--- config.mk ---
export PLATFORM = sky130hd
export DESIGN_NAME = gpio_port_data_registers
export DESIGN_NICKNAME = d
export VERILOG_FILES = /design/src/rtl/gpio_pin_slice.v /design/src/rtl/gpio_port_data_registers.v
export VERILOG_INCLUDE_DIRS = /design/src /design/src/common
export SDC_FILE = /design/constraint.sdc
export NUM_CORES = 1
export LEC_CHECK = 0
export ABC_AREA = 0
export BUFFER_PORTS_ARGS = -buffer_cell sky130_fd_sc_hd__buf_2
export CAP_MARGIN = 30
export CORE_MARGIN = 4
export CORE_UTILIZATION = 25
export CTS_CLUSTER_SIZE = 10
export DETAILED_ROUTE_END_ITERATION = 10
export PLACE_DENSITY = 0.46
export SYNTH_ARGS = -nofsm -noshare
export SYNTH_HDL_FRONTEND = slang
export SYNTH_SLANG_ARGS = --single-unit
export TNS_END_PERCENT = 30
--- constraint.sdc ---
create_clock -name clk -period 3.35 [get_ports clk]
set_input_delay 1.005 -clock clk [delete_from_list [all_inputs] [get_ports clk]]
set_output_delay 1.005 -clock clk [all_outputs]
set_load 0.01 [all_outputs]
--- src/common/gpio_port_map.vh ---
// Register map, field layout and reset values of the GPIO data registers
`ifndef GPIO_PORT_MAP_VH
`define GPIO_PORT_MAP_VH

// ----------------------------------------
// Bus widths
// ----------------------------------------
`define GPIO_ADDR_W 16
`define GPIO_DATA_W 8

// ----------------------------------------
// Pins per port
// ----------------------------------------
`define PORT_A_W 6
`define PORT_B_W 8
`define PORT_C_W 8
`define PORT_D_W 5

// ----------------------------------------
// Register offsets
// ----------------------------------------
`define PORT_B_OUTPUT_ADDR 16'h0080
`define PORT_A_INPUT_ADDR 16'h0084
`define PORT_B_INPUT_ADDR 16'h0085
`define PORT_C_INPUT_ADDR 16'h0086
`define PORT_D_INPUT_ADDR 16'h008e
`define PORT_C_OUTPUT_ADDR 16'h0090
`define PORT_D_OUTPUT_ADDR 16'h0098
`define PORT_A_OUTPUT_ADDR 16'h00b0
`define PORT_D_RESET_RETENTION_ADDR 16'h202f
`define PORT_A_DIRECTION_ADDR 16'h2030
`define PORT_B_DIRECTION_ADDR 16'h2031
`define PORT_C_DIRECTION_ADDR 16'h2032
`define PORT_D_DIRECTION_ADDR 16'h2033

// ----------------------------------------
// Fields and reset values
// ----------------------------------------
`define RETAIN_BIT 0
`define RETAIN_RST 1'b0
`define OUTPUT_RST_BIT 1'b0
`define DIRECTION_RST_BIT 1'b1
`define ANALOG_READ_BIT 1'b1
`define READ_IDLE 8'h00

`endif

--- src/rtl/gpio_pin_slice.v ---
// One port of pins: output and direction registers, input path, pad drive
`timescale 1ns/1ps
`include "gpio_port_map.vh"

module gpio_pin_slice #(
   parameter W = 8
) (
   input wire clk,
   input wire srst,
   input wire hold,
   input wire wr_out,
   input wire wr_dir,
   input wire [W-1:0] wdata,
   input wire [W-1:0] pin_in,
   input wire [W-1:0] analog_sel,
   output wire [W-1:0] out_value,
   output wire [W-1:0] dir_value,
   output wire [W-1:0] in_level,
   output wire [W-1:0] pin_out,
   output wire [W-1:0] pin_oe
);

   reg [W-1:0] out_q;
   reg [W-1:0] dir_q;

   // ----------------------------------------
   // Output level and direction storage
   // ----------------------------------------
   // Hold keeps both registers through a reset; writes wait for reset release
   always @(posedge clk) begin
      if (srst) begin
         if (!hold) begin
            out_q <= {W{`OUTPUT_RST_BIT}};
            dir_q <= {W{`DIRECTION_RST_BIT}};
         end
      end else begin
         if (wr_out) begin
            out_q <= wdata;
         end
         if (wr_dir) begin
            dir_q <= wdata;
         end
      end
   end

   // ----------------------------------------
   // Pad side
   // ----------------------------------------
   // Analog pins read as one whatever the pad shows
   assign in_level = pin_in | analog_sel;
   // Drive only where direction says output
   assign pin_oe = ~dir_q;
   assign pin_out = out_q;
   assign out_value = out_q;
   assign dir_value = dir_q;

endmodule // gpio_pin_slice

--- src/rtl/gpio_port_data_registers.v ---
// Data registers of a four-port GPIO block with port D reset retention
`timescale 1ns/1ps
`include "gpio_port_map.vh"

module gpio_port_data_registers (
   input wire clk,
   input wire srst,
   // Register port
   input wire [`GPIO_ADDR_W-1:0] addr,
   input wire [`GPIO_DATA_W-1:0] wdata,
   input wire wr,
   input wire rd,
   output wire [`GPIO_DATA_W-1:0] rdata,
   // Port A pads
   input wire [`PORT_A_W-1:0] port_a_in,
   input wire [`PORT_A_W-1:0] port_a_analog_sel,
   output wire [`PORT_A_W-1:0] port_a_out,
   output wire [`PORT_A_W-1:0] port_a_oe,
   // Port B pads
   input wire [`PORT_B_W-1:0] port_b_in,
   input wire [`PORT_B_W-1:0] port_b_analog_sel,
   output wire [`PORT_B_W-1:0] port_b_out,
   output wire [`PORT_B_W-1:0] port_b_oe,
   // Port C pads
   input wire [`PORT_C_W-1:0] port_c_in,
   input wire [`PORT_C_W-1:0] port_c_analog_sel,
   output wire [`PORT_C_W-1:0] port_c_out,
   output wire [`PORT_C_W-1:0] port_c_oe,
   // Port D pads
   input wire [`PORT_D_W-1:0] port_d_in,
   input wire [`PORT_D_W-1:0] port_d_analog_sel,
   output wire [`PORT_D_W-1:0] port_d_out,
   output wire [`PORT_D_W-1:0] port_d_oe
);

   // ----------------------------------------
   // Declarations
   // ----------------------------------------
   reg retain_q;
   reg [`GPIO_DATA_W-1:0] rdata_q;
   reg [`GPIO_DATA_W-1:0] rdata_d;
   reg hold_q;
   reg port_d_hold;

   wire wr_a_out;
   wire wr_b_out;
   wire wr_c_out;
   wire wr_d_out;
   wire wr_a_dir;
   wire wr_b_dir;
   wire wr_c_dir;
   wire wr_d_dir;
   wire wr_retain;
   wire hit_a_in;
   wire hit_b_in;
   wire hit_c_in;
   wire hit_d_in;
   wire hit_a_out;
   wire hit_b_out;
   wire hit_c_out;
   wire hit_d_out;
   wire hit_a_dir;
   wire hit_b_dir;
   wire hit_c_dir;
   wire hit_d_dir;
   wire hit_retain;

   wire [`PORT_A_W-1:0] a_out_value;
   wire [`PORT_B_W-1:0] b_out_value;
   wire [`PORT_C_W-1:0] c_out_value;
   wire [`PORT_D_W-1:0] d_out_value;
   wire [`PORT_A_W-1:0] a_dir_value;
   wire [`PORT_B_W-1:0] b_dir_value;
   wire [`PORT_C_W-1:0] c_dir_value;
   wire [`PORT_D_W-1:0] d_dir_value;
   wire [`PORT_A_W-1:0] a_in_level;
   wire [`PORT_B_W-1:0] b_in_level;
   wire [`PORT_C_W-1:0] c_in_level;
   wire [`PORT_D_W-1:0] d_in_level;

   // ----------------------------------------
   // Address decode
   // ----------------------------------------
   // One comparator per register, shared by the write and read paths except for the input registers, which only the read path uses
   assign hit_a_in = (addr == `PORT_A_INPUT_ADDR);
   assign hit_b_in = (addr == `PORT_B_INPUT_ADDR);
   assign hit_c_in = (addr == `PORT_C_INPUT_ADDR);
   assign hit_d_in = (addr == `PORT_D_INPUT_ADDR);

   // Stored output levels
   assign hit_a_out = (addr == `PORT_A_OUTPUT_ADDR);
   assign hit_b_out = (addr == `PORT_B_OUTPUT_ADDR);
   assign hit_c_out = (addr == `PORT_C_OUTPUT_ADDR);
   assign hit_d_out = (addr == `PORT_D_OUTPUT_ADDR);

   // Direction and retention control
   assign hit_a_dir = (addr == `PORT_A_DIRECTION_ADDR);
   assign hit_b_dir = (addr == `PORT_B_DIRECTION_ADDR);
   assign hit_c_dir = (addr == `PORT_C_DIRECTION_ADDR);
   assign hit_d_dir = (addr == `PORT_D_DIRECTION_ADDR);
   assign hit_retain = (addr == `PORT_D_RESET_RETENTION_ADDR);

   // ----------------------------------------
   // Write decode
   // ----------------------------------------
   // Input registers have no write decode, so writes to them fall away
   assign wr_a_out = wr && hit_a_out;
   assign wr_b_out = wr && hit_b_out;
   assign wr_c_out = wr && hit_c_out;
   assign wr_d_out = wr && hit_d_out;

   // Direction registers, one per port
   assign wr_a_dir = wr && hit_a_dir;
   assign wr_b_dir = wr && hit_b_dir;
   assign wr_c_dir = wr && hit_c_dir;
   assign wr_d_dir = wr && hit_d_dir;

   // Retention control
   assign wr_retain = wr && hit_retain;

   // ----------------------------------------
   // Port D reset retention
   // ----------------------------------------
   // The control bit itself clears at the first reset edge; software must
   // set it again before the next reset if port D is to be kept once more
   always @(posedge clk) begin
      if (srst) begin
         retain_q <= `RETAIN_RST;
      end else if (wr_retain) begin
         retain_q <= wdata[`RETAIN_BIT];
      end
   end

   // ----------------------------------------
   // Port D hold across a long reset
   // ----------------------------------------
   // The flag carries an armed hold over every further edge of one reset,
   // since the control bit is already cleared after the first edge
   always @(posedge clk) begin
      if (srst) begin
         hold_q <= port_d_hold;
      end else begin
         hold_q <= 1'b0;
      end
   end

   // Hold comes from the bit at the first reset edge, from the flag after;
   // plain ifs so a bit never set at power-up lets port D clear
   always @* begin
      port_d_hold = 1'b0;
      if (retain_q) begin
         port_d_hold = 1'b1;
      end
      if (hold_q) begin
         port_d_hold = 1'b1;
      end
   end

   // ----------------------------------------
   // Port slices
   // ----------------------------------------
   // Ports A to C never hold through reset
   gpio_pin_slice #(
      .W(`PORT_A_W)
   ) u_port_a (
      .clk(clk),
      .srst(srst),
      .hold(1'b0),
      .wr_out(wr_a_out),
      .wr_dir(wr_a_dir),
      .wdata(wdata[`PORT_A_W-1:0]),
      .pin_in(port_a_in),
      .analog_sel(port_a_analog_sel),
      .out_value(a_out_value),
      .dir_value(a_dir_value),
      .in_level(a_in_level),
      .pin_out(port_a_out),
      .pin_oe(port_a_oe)
   );

   gpio_pin_slice #(
      .W(`PORT_B_W)
   ) u_port_b (
      .clk(clk),
      .srst(srst),
      .hold(1'b0),
      .wr_out(wr_b_out),
      .wr_dir(wr_b_dir),
      .wdata(wdata[`PORT_B_W-1:0]),
      .pin_in(port_b_in),
      .analog_sel(port_b_analog_sel),
      .out_value(b_out_value),
      .dir_value(b_dir_value),
      .in_level(b_in_level),
      .pin_out(port_b_out),
      .pin_oe(port_b_oe)
   );

   gpio_pin_slice #(
      .W(`PORT_C_W)
   ) u_port_c (
      .clk(clk),
      .srst(srst),
      .hold(1'b0),
      .wr_out(wr_c_out),
      .wr_dir(wr_c_dir),
      .wdata(wdata[`PORT_C_W-1:0]),
      .pin_in(port_c_in),
      .analog_sel(port_c_analog_sel),
      .out_value(c_out_value),
      .dir_value(c_dir_value),
      .in_level(c_in_level),
      .pin_out(port_c_out),
      .pin_oe(port_c_oe)
   );

   // Port D keeps level and direction when retention was set
   gpio_pin_slice #(
      .W(`PORT_D_W)
   ) u_port_d (
      .clk(clk),
      .srst(srst),
      .hold(port_d_hold),
      .wr_out(wr_d_out),
      .wr_dir(wr_d_dir),
      .wdata(wdata[`PORT_D_W-1:0]),
      .pin_in(port_d_in),
      .analog_sel(port_d_analog_sel),
      .out_value(d_out_value),
      .dir_value(d_dir_value),
      .in_level(d_in_level),
      .pin_out(port_d_out),
      .pin_oe(port_d_oe)
   );

   // ----------------------------------------
   // Read select
   // ----------------------------------------
   // Input reads take the pad level of the read cycle itself, so the
   // answer is live rather than a stale snapshot
   always @* begin
      rdata_d = `READ_IDLE;
      if (hit_a_in) begin
         rdata_d = {2'b00, a_in_level};
      end else if (hit_b_in) begin
         rdata_d = b_in_level;
      end else if (hit_c_in) begin
         rdata_d = c_in_level;
      end else if (hit_d_in) begin
         rdata_d = {3'b000, d_in_level};
      end else if (hit_a_out) begin
         rdata_d = {2'b00, a_out_value};
      end else if (hit_b_out) begin
         rdata_d = b_out_value;
      end else if (hit_c_out) begin
         rdata_d = c_out_value;
      end else if (hit_d_out) begin
         rdata_d = {3'b000, d_out_value};
      end else if (hit_a_dir) begin
         rdata_d = {2'b00, a_dir_value};
      end else if (hit_b_dir) begin
         rdata_d = b_dir_value;
      end else if (hit_c_dir) begin
         rdata_d = c_dir_value;
      end else if (hit_d_dir) begin
         rdata_d = {3'b000, d_dir_value};
      end else if (hit_retain) begin
         rdata_d = {7'b0000000, retain_q};
      end
   end

   // ----------------------------------------
   // Read data register
   // ----------------------------------------
   // Data stand only in the cycle after the strobe, zero otherwise, so a
   // stale value can never be mistaken for an answer
   always @(posedge clk) begin
      if (srst) begin
         rdata_q <= `READ_IDLE;
      end else if (rd) begin
         rdata_q <= rdata_d;
      end else begin
         rdata_q <= `READ_IDLE;
      end
   end

   assign rdata = rdata_q;

endmodule // gpio_port_data_registers

-- Word level (Yosys, flattened, before mapping)
Cells that the tools add are included.
- add/subtract/negate cells: 0
- multiply operators: 0
- divide/modulo/power cells: 0
- magnitude comparators: 0
- equality and inequality tests: 14
- shift-type cells: 0
- muxes and demuxes: 21
- bitwise logic cells: 9
- reductions and logical operators: 15
- operators by type and width (cell ; number):
    == test 16 x 8 -> 1 bit, second input constant ; 8
    == test 16 x 14 -> 1 bit, second input constant ; 5
    2-to-1 mux 8 bit ; 10
    2-to-1 mux 5 bit ; 7
    NOT 8 bit ; 2
    bitwise OR 8 bit ; 2
    logical AND 1 bit ; 9
    2-to-1 mux 6 bit ; 1
    NOT 6 bit ; 1
    bitwise OR 6 bit ; 1
    NOT 5 bit ; 1
    bitwise OR 5 bit ; 1
    AND reduction 2 bit ; 2
    nonzero test 2 bit ; 2
    2-to-1 mux 1 bit ; 3
    OR reduction 3 bit ; 1
    inequality test 2 bit, second input constant ; 1
    OR reduction 2 bit ; 1
    NOT 1 bit ; 1
- flip-flop bits (word level): 64
- latch bits: 0
- RAM bits: 0
- bits in read-only memories: 0
- input bits: 82
- output and inout port bits: 62
- word-level logic and storage cells: 71
- memories kept: 0

-- Longest topological paths before layout
Gate-level depths: netlist of run 1.
- word-level depth: 14
- gate-level depth with buffers: 9
- depth with buffers taken out: 6

-- Cells and area by module
A second synthesis of run 1 with hierarchy kept.
- cells, all modules: 398
- area total of the unflattened synthesis: 3995.1 µm²
- modules (own cells, without submodules) (module ; instances ; cells each ; area an instance (µm²) ; seq. area each (µm²)):
    gpio_pin_slice at u_port_b ... ; 2 ; 62 ; 775.7 ; 480.5
    gpio_port_data_registers ; 1 ; 185 ; 1375.1 ; 200.2
    gpio_pin_slice at u_port_a ; 1 ; 48 ; 580.6 ; 360.3
    gpio_pin_slice at u_port_d ; 1 ; 41 ; 488.0 ; 300.3

-- Least setup slack after synthesis of run 1
OpenSTA, ideal clock, no wires.
- path kind: input-to-reg
- from: input addr[0]
- to: register u_port_d.out_q[0] (netlist: u_port_d.out_value[0]), enable pin
- library setup time: 0.374 ns
- data arrival time: 2.739 ns
- required time: 2.976 ns
- slack: 0.237 ns
- cell stages on the path: 5
- path buffers: 1
- cells stage by stage: clkbuf_1 -> or4b_1 -> nor4_1 -> nand2_1 -> o21ai_0
- longest elaborated chain between the ends: 4
- ends and longest elaborated chain (item ; line ; RTL):
    start: declaration ; gpio_port_data_registers.v:9 ; input wire [`GPIO_ADDR_W-1:0] addr,
    == test 16 x 8 -> 1 bit (no line) ; -- ;
    logical AND 1 bit ; gpio_port_data_registers.v:110 ; assign wr_d_out = wr && hit_d_out;
    nonzero test 2 bit (no line) ; -- ;
    AND reduction 2 bit (no line) ; -- ;
    end signal: assignment ; gpio_pin_slice.v:33 ; out_q <= {W{`OUTPUT_RST_BIT}};
    end signal: assignment ; gpio_pin_slice.v:38 ; out_q <= wdata;
    end: declaration ; gpio_pin_slice.v:23 ; reg [W-1:0] out_q;
Every way passes these cells.
A chain may end at the register's enable or synchronous reset.

-- Worst setup path in the final report of run 1
- from: input addr[9]
- to: register rdata_q[3] (netlist: rdata[3])
- longest elaborated chain between the ends: 13
- elaborated cells between the ends (all ways): 24
- those cells by class: 12 x eq/ne; 12 x mux
- ends and longest elaborated chain (item ; line ; RTL):
    == test 16 x 14 -> 1 bit (no line) ; -- ;
    2-to-1 mux 5 bit ; gpio_port_data_registers.v:265 ; end else if (hit_d_dir) begin
    2-to-1 mux 8 bit ; gpio_port_data_registers.v:263 ; end else if (hit_c_dir) begin
    2-to-1 mux 8 bit ; gpio_port_data_registers.v:261 ; end else if (hit_b_dir) begin
    2-to-1 mux 8 bit ; gpio_port_data_registers.v:259 ; end else if (hit_a_dir) begin
    2-to-1 mux 8 bit ; gpio_port_data_registers.v:257 ; end else if (hit_d_out) begin
    2-to-1 mux 8 bit ; gpio_port_data_registers.v:255 ; end else if (hit_c_out) begin
    2-to-1 mux 8 bit ; gpio_port_data_registers.v:253 ; end else if (hit_b_out) begin
    2-to-1 mux 8 bit ; gpio_port_data_registers.v:251 ; end else if (hit_a_out) begin
    2-to-1 mux 8 bit ; gpio_port_data_registers.v:249 ; end else if (hit_d_in) begin
    2-to-1 mux 8 bit ; gpio_port_data_registers.v:247 ; end else if (hit_c_in) begin
    2-to-1 mux 8 bit ; gpio_port_data_registers.v:245 ; end else if (hit_b_in) begin
    2-to-1 mux 6 bit (*) ; gpio_port_data_registers.v:243 ; if (hit_a_in) begin
    end signal: assignment ; gpio_port_data_registers.v:279 ; rdata_q <= `READ_IDLE;
    end signal: assignment ; gpio_port_data_registers.v:281 ; rdata_q <= rdata_d;
    end signal: assignment ; gpio_port_data_registers.v:283 ; rdata_q <= `READ_IDLE;
    end: declaration ; gpio_port_data_registers.v:40 ; reg [`GPIO_DATA_W-1:0] rdata_q;
Every way passes the cells marked *; elsewhere a longest branch is shown, timed or not.

==> reports/qor.csv, run 1 <==
stage;metric;value;unit
final_layout;nFillCells;1433;
drt;avgViaCountPerCell;5.03;
grt;grtUsageTotal;18.7;%
timing;rsz0062_at_grt;no;
logic_synthesis;synth_edf_count;10;
power_and_ir_drop;combPwrFrac;9.0;%
final_layout;final_area;0.00487;mm²
logic_synthesis;synth-main-ff-cell;dfxtp_1;
timing;fin_tns_setup;0;ns
die;top_level_ports;144;
timing;tightest_slew;0.725;ns
die;rows;42;
cts;cts_sinks;64;
logic_synthesis;synth_fp_nets;500;
hold_path;hold_depth;2;
timing;slew-limit-headroom;51.6;%
power_and_ir_drop;pwr_density_cell;394;mW/mm²
timing;setup_violations;0;
placement;dpl_cell_area;0.00456;mm²
final_layout;final_util;36.3;%
drt;drc;0;
final_layout;final_common_cell;buf_2;
cts;clk_latency;0.33;ns
power_and_ir_drop;switchingPower;441;µW
placement;io_buffers;143;
drt;drtIter0Drc;331;
drt;first_pass_iters;5;
worst_setup_path;timing.rr.start;u_port_d.dir_value[4]$_SDFFCE_PP1P_;
worst_setup_path;cp_max_fo;9;
die;die_width;126;µm
timing;post-route-period-util;95.0;%
hold_path;hold_end;u_port_b.out_value[6]$_SDFFE_PP0P_;
die;die_area;0.0158;mm²
die;initial_core_util;25.8;%
hold_path;hold_class;reg -> reg;
cts;clockBufferDepth;2;
worst_setup_path;rrSetupSlack;1.30;ns
drt;routed_wl;15.0;mm
power_and_ir_drop;pwr-share-clk;49.7;%
placement;dpl_worst_slack;-0.315;ns
logic_synthesis;ys_warn_count;0;
die;chipHeight;126;µm
cts;cts_tree;built;
worst_setup_path;r2r_cells;6;
timing;fmaxAchievable;314;MHz
power_and_ir_drop;total_power;1.92;mW
grt;antenna_found_initial;0;
run;cap_violations;0;
logic_synthesis;synthArstFlopShare;0;%
timing;clock_skew;0.00534;ns
logic_synthesis;synth_area;0.00346;mm²
drt;wl_per_cell;19.6;µm
placement;place_congestion;0.913;
hold_path;min_from;u_port_b.out_value[6]$_SDFFE_PP0P_;
final_layout;final_layout_size_suffix_gt1_share;35.2;%
logic_synthesis;synth_cells;418;
cts;clk_pin_slew;0.05;ns
worst_setup_path;worst_setup_path_start_kind;input pin;
logic_synthesis;ys_seq_elements;64;
timing;fin_ws;0.167;ns
placement;hpwl;11.9;mm
cts;ctsHoldBuffers;0;
worst_setup_path;r2r-end;rdata[4]$_SDFF_PP0_;
cts;cts_buffers;9;
worst_setup_path;crit_required;3.54;ns
power_and_ir_drop;netSwitchingFraction;23.0;%
grt;grt_max_degree;48;
drt;drtAntennaViolNets;0;
die;core;0.0134;mm²
outcome;outcome;finished clean;
power_and_ir_drop;seqPwrFrac;41.3;%
logic_synthesis;yosys.cell_types.count;57;
final_layout;n_antenna_cell;0;
grt;grt_pass1_vias;3932;
worst_setup_path;arrival;3.38;ns
final_layout;layout_common_cells;buf_2 (143), dfxtp_1 (54), nor2_1 (40);
final_layout;regArea;0.00138;mm²
timing;slew_violations;0;
worst_setup_path;critPathCaptureType;flop;
worst_setup_path;crit_type;in -> reg;
timing;period_minus_slack;3.18;ns
drt;dr_total_vias;3840;
power_and_ir_drop;cellLeakagePower;2.39;nW
cts;cts-root-buf;clkbuf_16;
logic_synthesis;avgSynthCellArea;8.28;µm²
final_layout;syn_to_final_growth;40.5;%
power_and_ir_drop;peakVddDrop;0.215;mV
cts;htree_num_levels;3;
final_layout;fin_nets;665;
final_layout;multiInputGateArea;0.00187;mm²
grt;overflow;0;
logic_synthesis;synth_seq_area_share;39.9;%
grt;grt_pass1_wl;22.9;mm
timing;hold_viol_final;0;
power_and_ir_drop;power.internal;1.48;mW
-- routing by layer --
metal	track usage (%)	routed length, µm	vias up	part of all wire [%]
li1	-	-	1846	-
met1	25.4	6660	1782	44
met2	29.3	6710	190	45
met3	4.95	1300	22	8.7
met4	5.68	314	0	2.1
met5	0	0	-	0
-- worst max path at each step --
stage / start / to / slack, ns / cells after the start
2_1_floorplan: addr[0] / u_port_d.out_value[0]$_SDFFCE_PP0P_ / 0.24 / 5
3_3_place_gp: addr[9] / rdata[3]$_SDFF_PP0_ / -0.29 / 8
3_5_place_dp: addr[9] / rdata[3]$_SDFF_PP0_ / -0.31 / 8
4_1_cts: addr[9] / rdata[3]$_SDFF_PP0_ / 0.02 / 8
5_1_grt: addr[9] / rdata[3]$_SDFF_PP0_ / 0.07 / 8
6_report: addr[9] / rdata[3]$_SDFF_PP0_ / 0.17 / 8
-- power by group through the flow --
stage	Sequential, mW	Combinational, mW	Clock (mW)
4_1_cts	0.793	0.174	0.968
6_report	0.793	0.173	0.953
3_3_place_gp	0.809	0.174	0
3_5_place_dp	0.809	0.173	0
2_1_floorplan	0.809	0.0649	0
5_1_grt	0.792	0.188	1.01
-- Yosys cell counts (all sizes together) (3+ instances only) --
| master | number | area [µm²] |
|---|---|---|
| a21o | 3 | 22.5 |
| o211ai | 7 | 52.6 |
| nor2 | 41 | 156 |
| dfxtp | 54 | 1080 |
| clkbuf | 15 | 56.3 |
| o31ai | 6 | 45.0 |
| mux2i | 21 | 210 |
| a21oi | 29 | 145 |
| nand3 | 23 | 115 |
| o21ai | 11 | 58.8 |
| o221ai | 3 | 26.3 |
| and2 | 5 | 31.3 |
| or2 | 8 | 50.1 |
| nand2b | 16 | 100 |
| a222oi | 4 | 40.0 |
| a2111oi | 3 | 26.3 |
| buf | 7 | 37.5 |
| o221a | 3 | 33.8 |
| nor3 | 13 | 65.1 |
| nor2b | 10 | 62.6 |
| or4b | 3 | 30.0 |
| nand2 | 31 | 119 |
| o21bai | 8 | 60.1 |
| edfxtp | 10 | 300 |
| nand4 | 5 | 31.3 |
| inv | 32 | 120 |
| a32o | 3 | 30.0 |
| or4 | 4 | 41.3 |
| nor4 | 11 | 90.1 |
| or3 | 4 | 25.0 |
| and3 | 4 | 25.0 |
-- state kept, by name (all words and copies together) (netlist names) --
register            cells
u_port_b.out_value      8
u_port_a.out_value      6
u_port_c.dir_value      8
u_port_c.out_value      8
rdata                   8
u_port_a.dir_value      6
retain_q                1
u_port_d.dir_value      5
u_port_d.out_value      5
hold_q                  1
u_port_b.dir_value      8
-- worst max-delay path, stage by stage --
cell	delay, ns
buf_2	0.10
or4_1	0.59
or2_1	0.34
buf_12	0.17
nor4_1	0.24
o211ai_1	0.13
a2111oi_1	0.69
o31ai_1	0.11
-- metrics by stage --
step,hold WS (ns),instances
6_report,0.472,764
4_1_cts,0.471,764
2_1_floorplan,0.443,418
3_5_place_dp,0.463,748
5_1_grt,0.504,764
3_3_place_gp,0.457,748
-- cells by family (layout without fill, tap and decap cells) --
| family | after synthesis | in the layout | share of synthesized area, % |
|---|---|---|---|
| buffers and inverters | 54 | 224 | 6.18 |
| multiplexers | 22 | 22 | 6.40 |
| flip-flops | 64 | 64 | 39.9 |
| AND/OR/NAND/NOR | 183 | 183 | 28.4 |
| AO/OA/AOI/OAI | 95 | 95 | 19.2 |
-- area by class of cell --
class | count | share of cell area (%)
timing repair buffer | 176 | 20.1
clock inverter | 2 | 0.746
clock buffer | 14 | 5.43
sequential | 64 | 28.4
multi-input combinational | 300 | 38.4
tap | 176 | 4.53
inverter | 32 | 2.47
-- what timing repair did --
| item | CTS | global route |
|---|---|---|
| setup endpoints to repair | 0 | 1 |
| resized for setup | 0 | 1 |
| setup buffers | 0 | 0 |
| hold endpoints to repair | 0 | 0 |
No activity file was read; power rests on OpenSTA's default activity.
==> inputs of run 2 (changes only) <==
--- a/config.mk
+++ b/config.mk
@@ -13,7 +13,9 @@
 export CORE_UTILIZATION = 25
 export CTS_CLUSTER_SIZE = 10
 export DETAILED_ROUTE_END_ITERATION = 10
-export PLACE_DENSITY = 0.46
+export GPL_TIMING_DRIVEN = 0
+export PLACE_DENSITY = 0.48
+export SKIP_CTS_REPAIR_TIMING = 1
 export SYNTH_ARGS = -nofsm -noshare
 export SYNTH_HDL_FRONTEND = slang
 export SYNTH_SLANG_ARGS = --single-unit
==> constraint.sdc (replaced) <==
create_clock -name clk -period 2.8 [get_ports clk]
set_input_delay 0.84 -clock clk [delete_from_list [all_inputs] [get_ports clk]]
set_output_delay 0.84 -clock clk [all_outputs]
set_load 0.01 [all_outputs]
==> run 2 against run 1 <==
The flow now finishes with violations (setup timing). Via count is 3.0% higher. Clock-buffer cell count is 1 lower. Combinational power is 26% higher. First-iteration DRC count is 15% lower. Sequential share of layout area is 0.91 points lower. Sequential power is 20% higher. Setup slack worse by 0.17 ns. Non-clock buffer count is 4 higher. Clock power is 11% higher. Flip-flop and latch count stayed put. Hold slack worse by 0.00059 ns. Design area is 3.3% higher. Largest power group unchanged.
==> reports/qor.csv, run 2 (synthesized netlist as in run 1, its figures left out) <==
stage;metric;value;unit;change
outcome;outcome;finished, violations left;;
outcome;violations;setup timing;;
grt;antenna_found_initial;0;;unchanged
final_layout;nFillCells;1426;;-0.49%
placement;io_buffers;139;;-2.8%
worst_setup_path;crit_required;3.06;ns;-0.48 ns
worst_setup_path;critPathCaptureType;flop;;
cts;htree_num_levels;3;;unchanged
placement;place_congestion;0.907;;-0.62%
final_layout;n_antenna_cell;0;;unchanged
grt;grtUsageTotal;18.4;%;-0.30 points
power_and_ir_drop;pwr-share-clk;47.6;%;-2.1 points
power_and_ir_drop;combPwrFrac;9.8;%;+0.8 points
die;initial_core_util;25.8;%;unchanged
cts;clockBufferDepth;2;;unchanged
grt;grt_max_degree;12;;-75%
power_and_ir_drop;seqPwrFrac;42.6;%;+1.3 points
final_layout;syn_to_final_growth;45.2;%;
timing;clock_skew;0.00509;ns;-0.000256 ns
cts;clk_latency;0.34;ns;about the same
drt;first_pass_iters;5;;unchanged
drt;drc;0;;unchanged
grt;grt_pass1_vias;3896;;-0.92%
drt;dr_total_vias;3956;;+3.0%
power_and_ir_drop;cellLeakagePower;2.42;nW;+1.4%
die;rows;42;;unchanged
worst_setup_path;arrival;3.06;ns;-0.32 ns
cts;cts-root-buf;clkbuf_16;;
drt;avgViaCountPerCell;5.15;;+2.5%
final_layout;stdcell_count;768;;+0.52%
die;die_area;0.0158;mm²;unchanged
power_and_ir_drop;peakVddDrop;0.265;mV;+23%
placement;hpwl;11.5;mm;-3.6%
final_layout;layout_common_cells;buf_2 (138), dfxtp_1 (54), nor2_1 (39);;
drt;drtAntennaViolNets;0;;unchanged
timing;setup_violations;1;;+1
final_layout;final_util;37.5;%;+1.2 points
timing;period_minus_slack;2.80;ns;
worst_setup_path;worst_setup_path_start_kind;input pin;;
die;die_width;126;µm;unchanged
cts;cts_buffers;9;;unchanged
cts;clk_pin_slew;0.05;ns;about the same
cts;cts_tree;built;;
die;top_level_ports;144;;unchanged
worst_setup_path;crit_type;in -> reg;;
timing;slew_violations;0;;unchanged
final_layout;fin_nets;669;;+0.60%
timing;slew-limit-headroom;50.2;%;-1.4 points
drt;drtIter0Drc;281;;-15%
timing;tightest_slew;0.745;ns;+0.0205 ns
run;cap_violations;0;;unchanged
power_and_ir_drop;power.internal;1.68;mW;+13%
power_and_ir_drop;switchingPower;550;µW;+25%
hold_path;hold_class;reg -> reg;;
timing;fmaxAchievable;357;MHz;
cts;cts_sinks;64;;unchanged
final_layout;final_common_cell;buf_2;;
drt;wl_per_cell;19.6;µm;-0.25%
power_and_ir_drop;netSwitchingFraction;24.7;%;+1.7 points
power_and_ir_drop;pwr_density_cell;443;mW/mm²;+12%
grt;grt_pass1_wl;22.7;mm;-0.66%
timing;rsz0062_at_grt;yes;;
power_and_ir_drop;total_power;2.23;mW;+16%
timing;fin_ws;-0.000766;ns;-0.167 ns
worst_setup_path;rrSetupSlack;0.86;ns;-0.44 ns
worst_setup_path;cp_max_fo;6;;-3
placement;place_inst;733;;-2.0%
die;chipHeight;126;µm;unchanged
placement;dpl_cell_area;0.00439;mm²;-3.8%
grt;overflow;0;;unchanged
timing;hold_viol_final;0;;unchanged
drt;routed_wl;15.0;mm;+0.27%
timing;post-route-period-util;100;%;
final_layout;final_layout_size_suffix_gt1_share;37.7;%;+2.5 points
die;core;0.0134;mm²;unchanged
final_layout;final_area;0.00503;mm²;+3.3%
run 2: changes by cell type in the layout (fill, tap and decap cells not counted), sizes merged:
cell / before / now
clkinv: 0 / 2
bufinv: 1 / 0
buf: 176 / 164
inv: 33 / 32
clkbuf: 14 / 29
clkinvlp: 0 / 1
run 2: path summary, 6_finish.rpt:
path                                             from                                 end  depth (start not counted)
setup / recovery                              addr[3]                 rdata[0]$_SDFF_PP0_                          7
hold / removal     u_port_b.out_value[6]$_SDFFE_PP0P_  u_port_b.out_value[6]$_SDFFE_PP0P_                          2
setup reg to reg  u_port_d.dir_value[4]$_SDFFCE_PP1P_                 rdata[4]$_SDFF_PP0_                          6
hold reg to reg    u_port_b.out_value[6]$_SDFFE_PP0P_  u_port_b.out_value[6]$_SDFFE_PP0P_                          2
run 2: layout make-up:
type                            instances  area [µm²]  share of cell area [%]
Buffer                                 21         129                    2.56
Timing Repair Buffer                  159         861                    17.1
Inverter                               32         120                    2.39
Sequential cell                        64        1380                    27.5
Clock inverter                          3        17.5                   0.348
Multi-Input combinational cell        300        2040                    40.5
Clock buffer                           13         260                    5.18
Tap cell                              176         220                    4.38
run 2: power groups by stage:
| stage | Sequential [mW] | Combinational, mW | Clock, mW |
|---|---|---|---|
| CTS | 0.948 | 0.198 | 1.07 |
| detailed placement | 0.968 | 0.197 | 0 |
| global placement | 0.968 | 0.195 | 0 |
| finish | 0.948 | 0.218 | 1.06 |
| floorplan | 0.968 | 0.0792 | 0 |
| global route | 0.949 | 0.236 | 1.11 |
run 2: metrics by stage:
step / setup WS (ns) / TNS, ns / hold slack [ns]
final: -0.000766 / -0.000766 / 0.471
after global routing: -0.0414 / -0.0414 / 0.500
after CTS: -0.520 / -7.50 / 0.474
after detailed placement: -0.854 / -25.63 / 0.460
after global placement: -0.902 / -24.24 / 0.457
after floorplan: -0.0969 / -0.573 / 0.443
run 2: per-layer routing:
layer	GRT usage [%]	share of wire (%)
met4	4.85	1.4
met1	24.9	44
met5	0	0
met2	30.1	47
met3	3.81	8.0
run 2: worst max-delay path, stage by stage:
cell	delay (ns)
buf_12	0.11
or4b_4	0.57
or4_4	0.59
a211o_1	0.30
a311oi_2	0.30
o221ai_2	0.17
a31oi_1	0.17
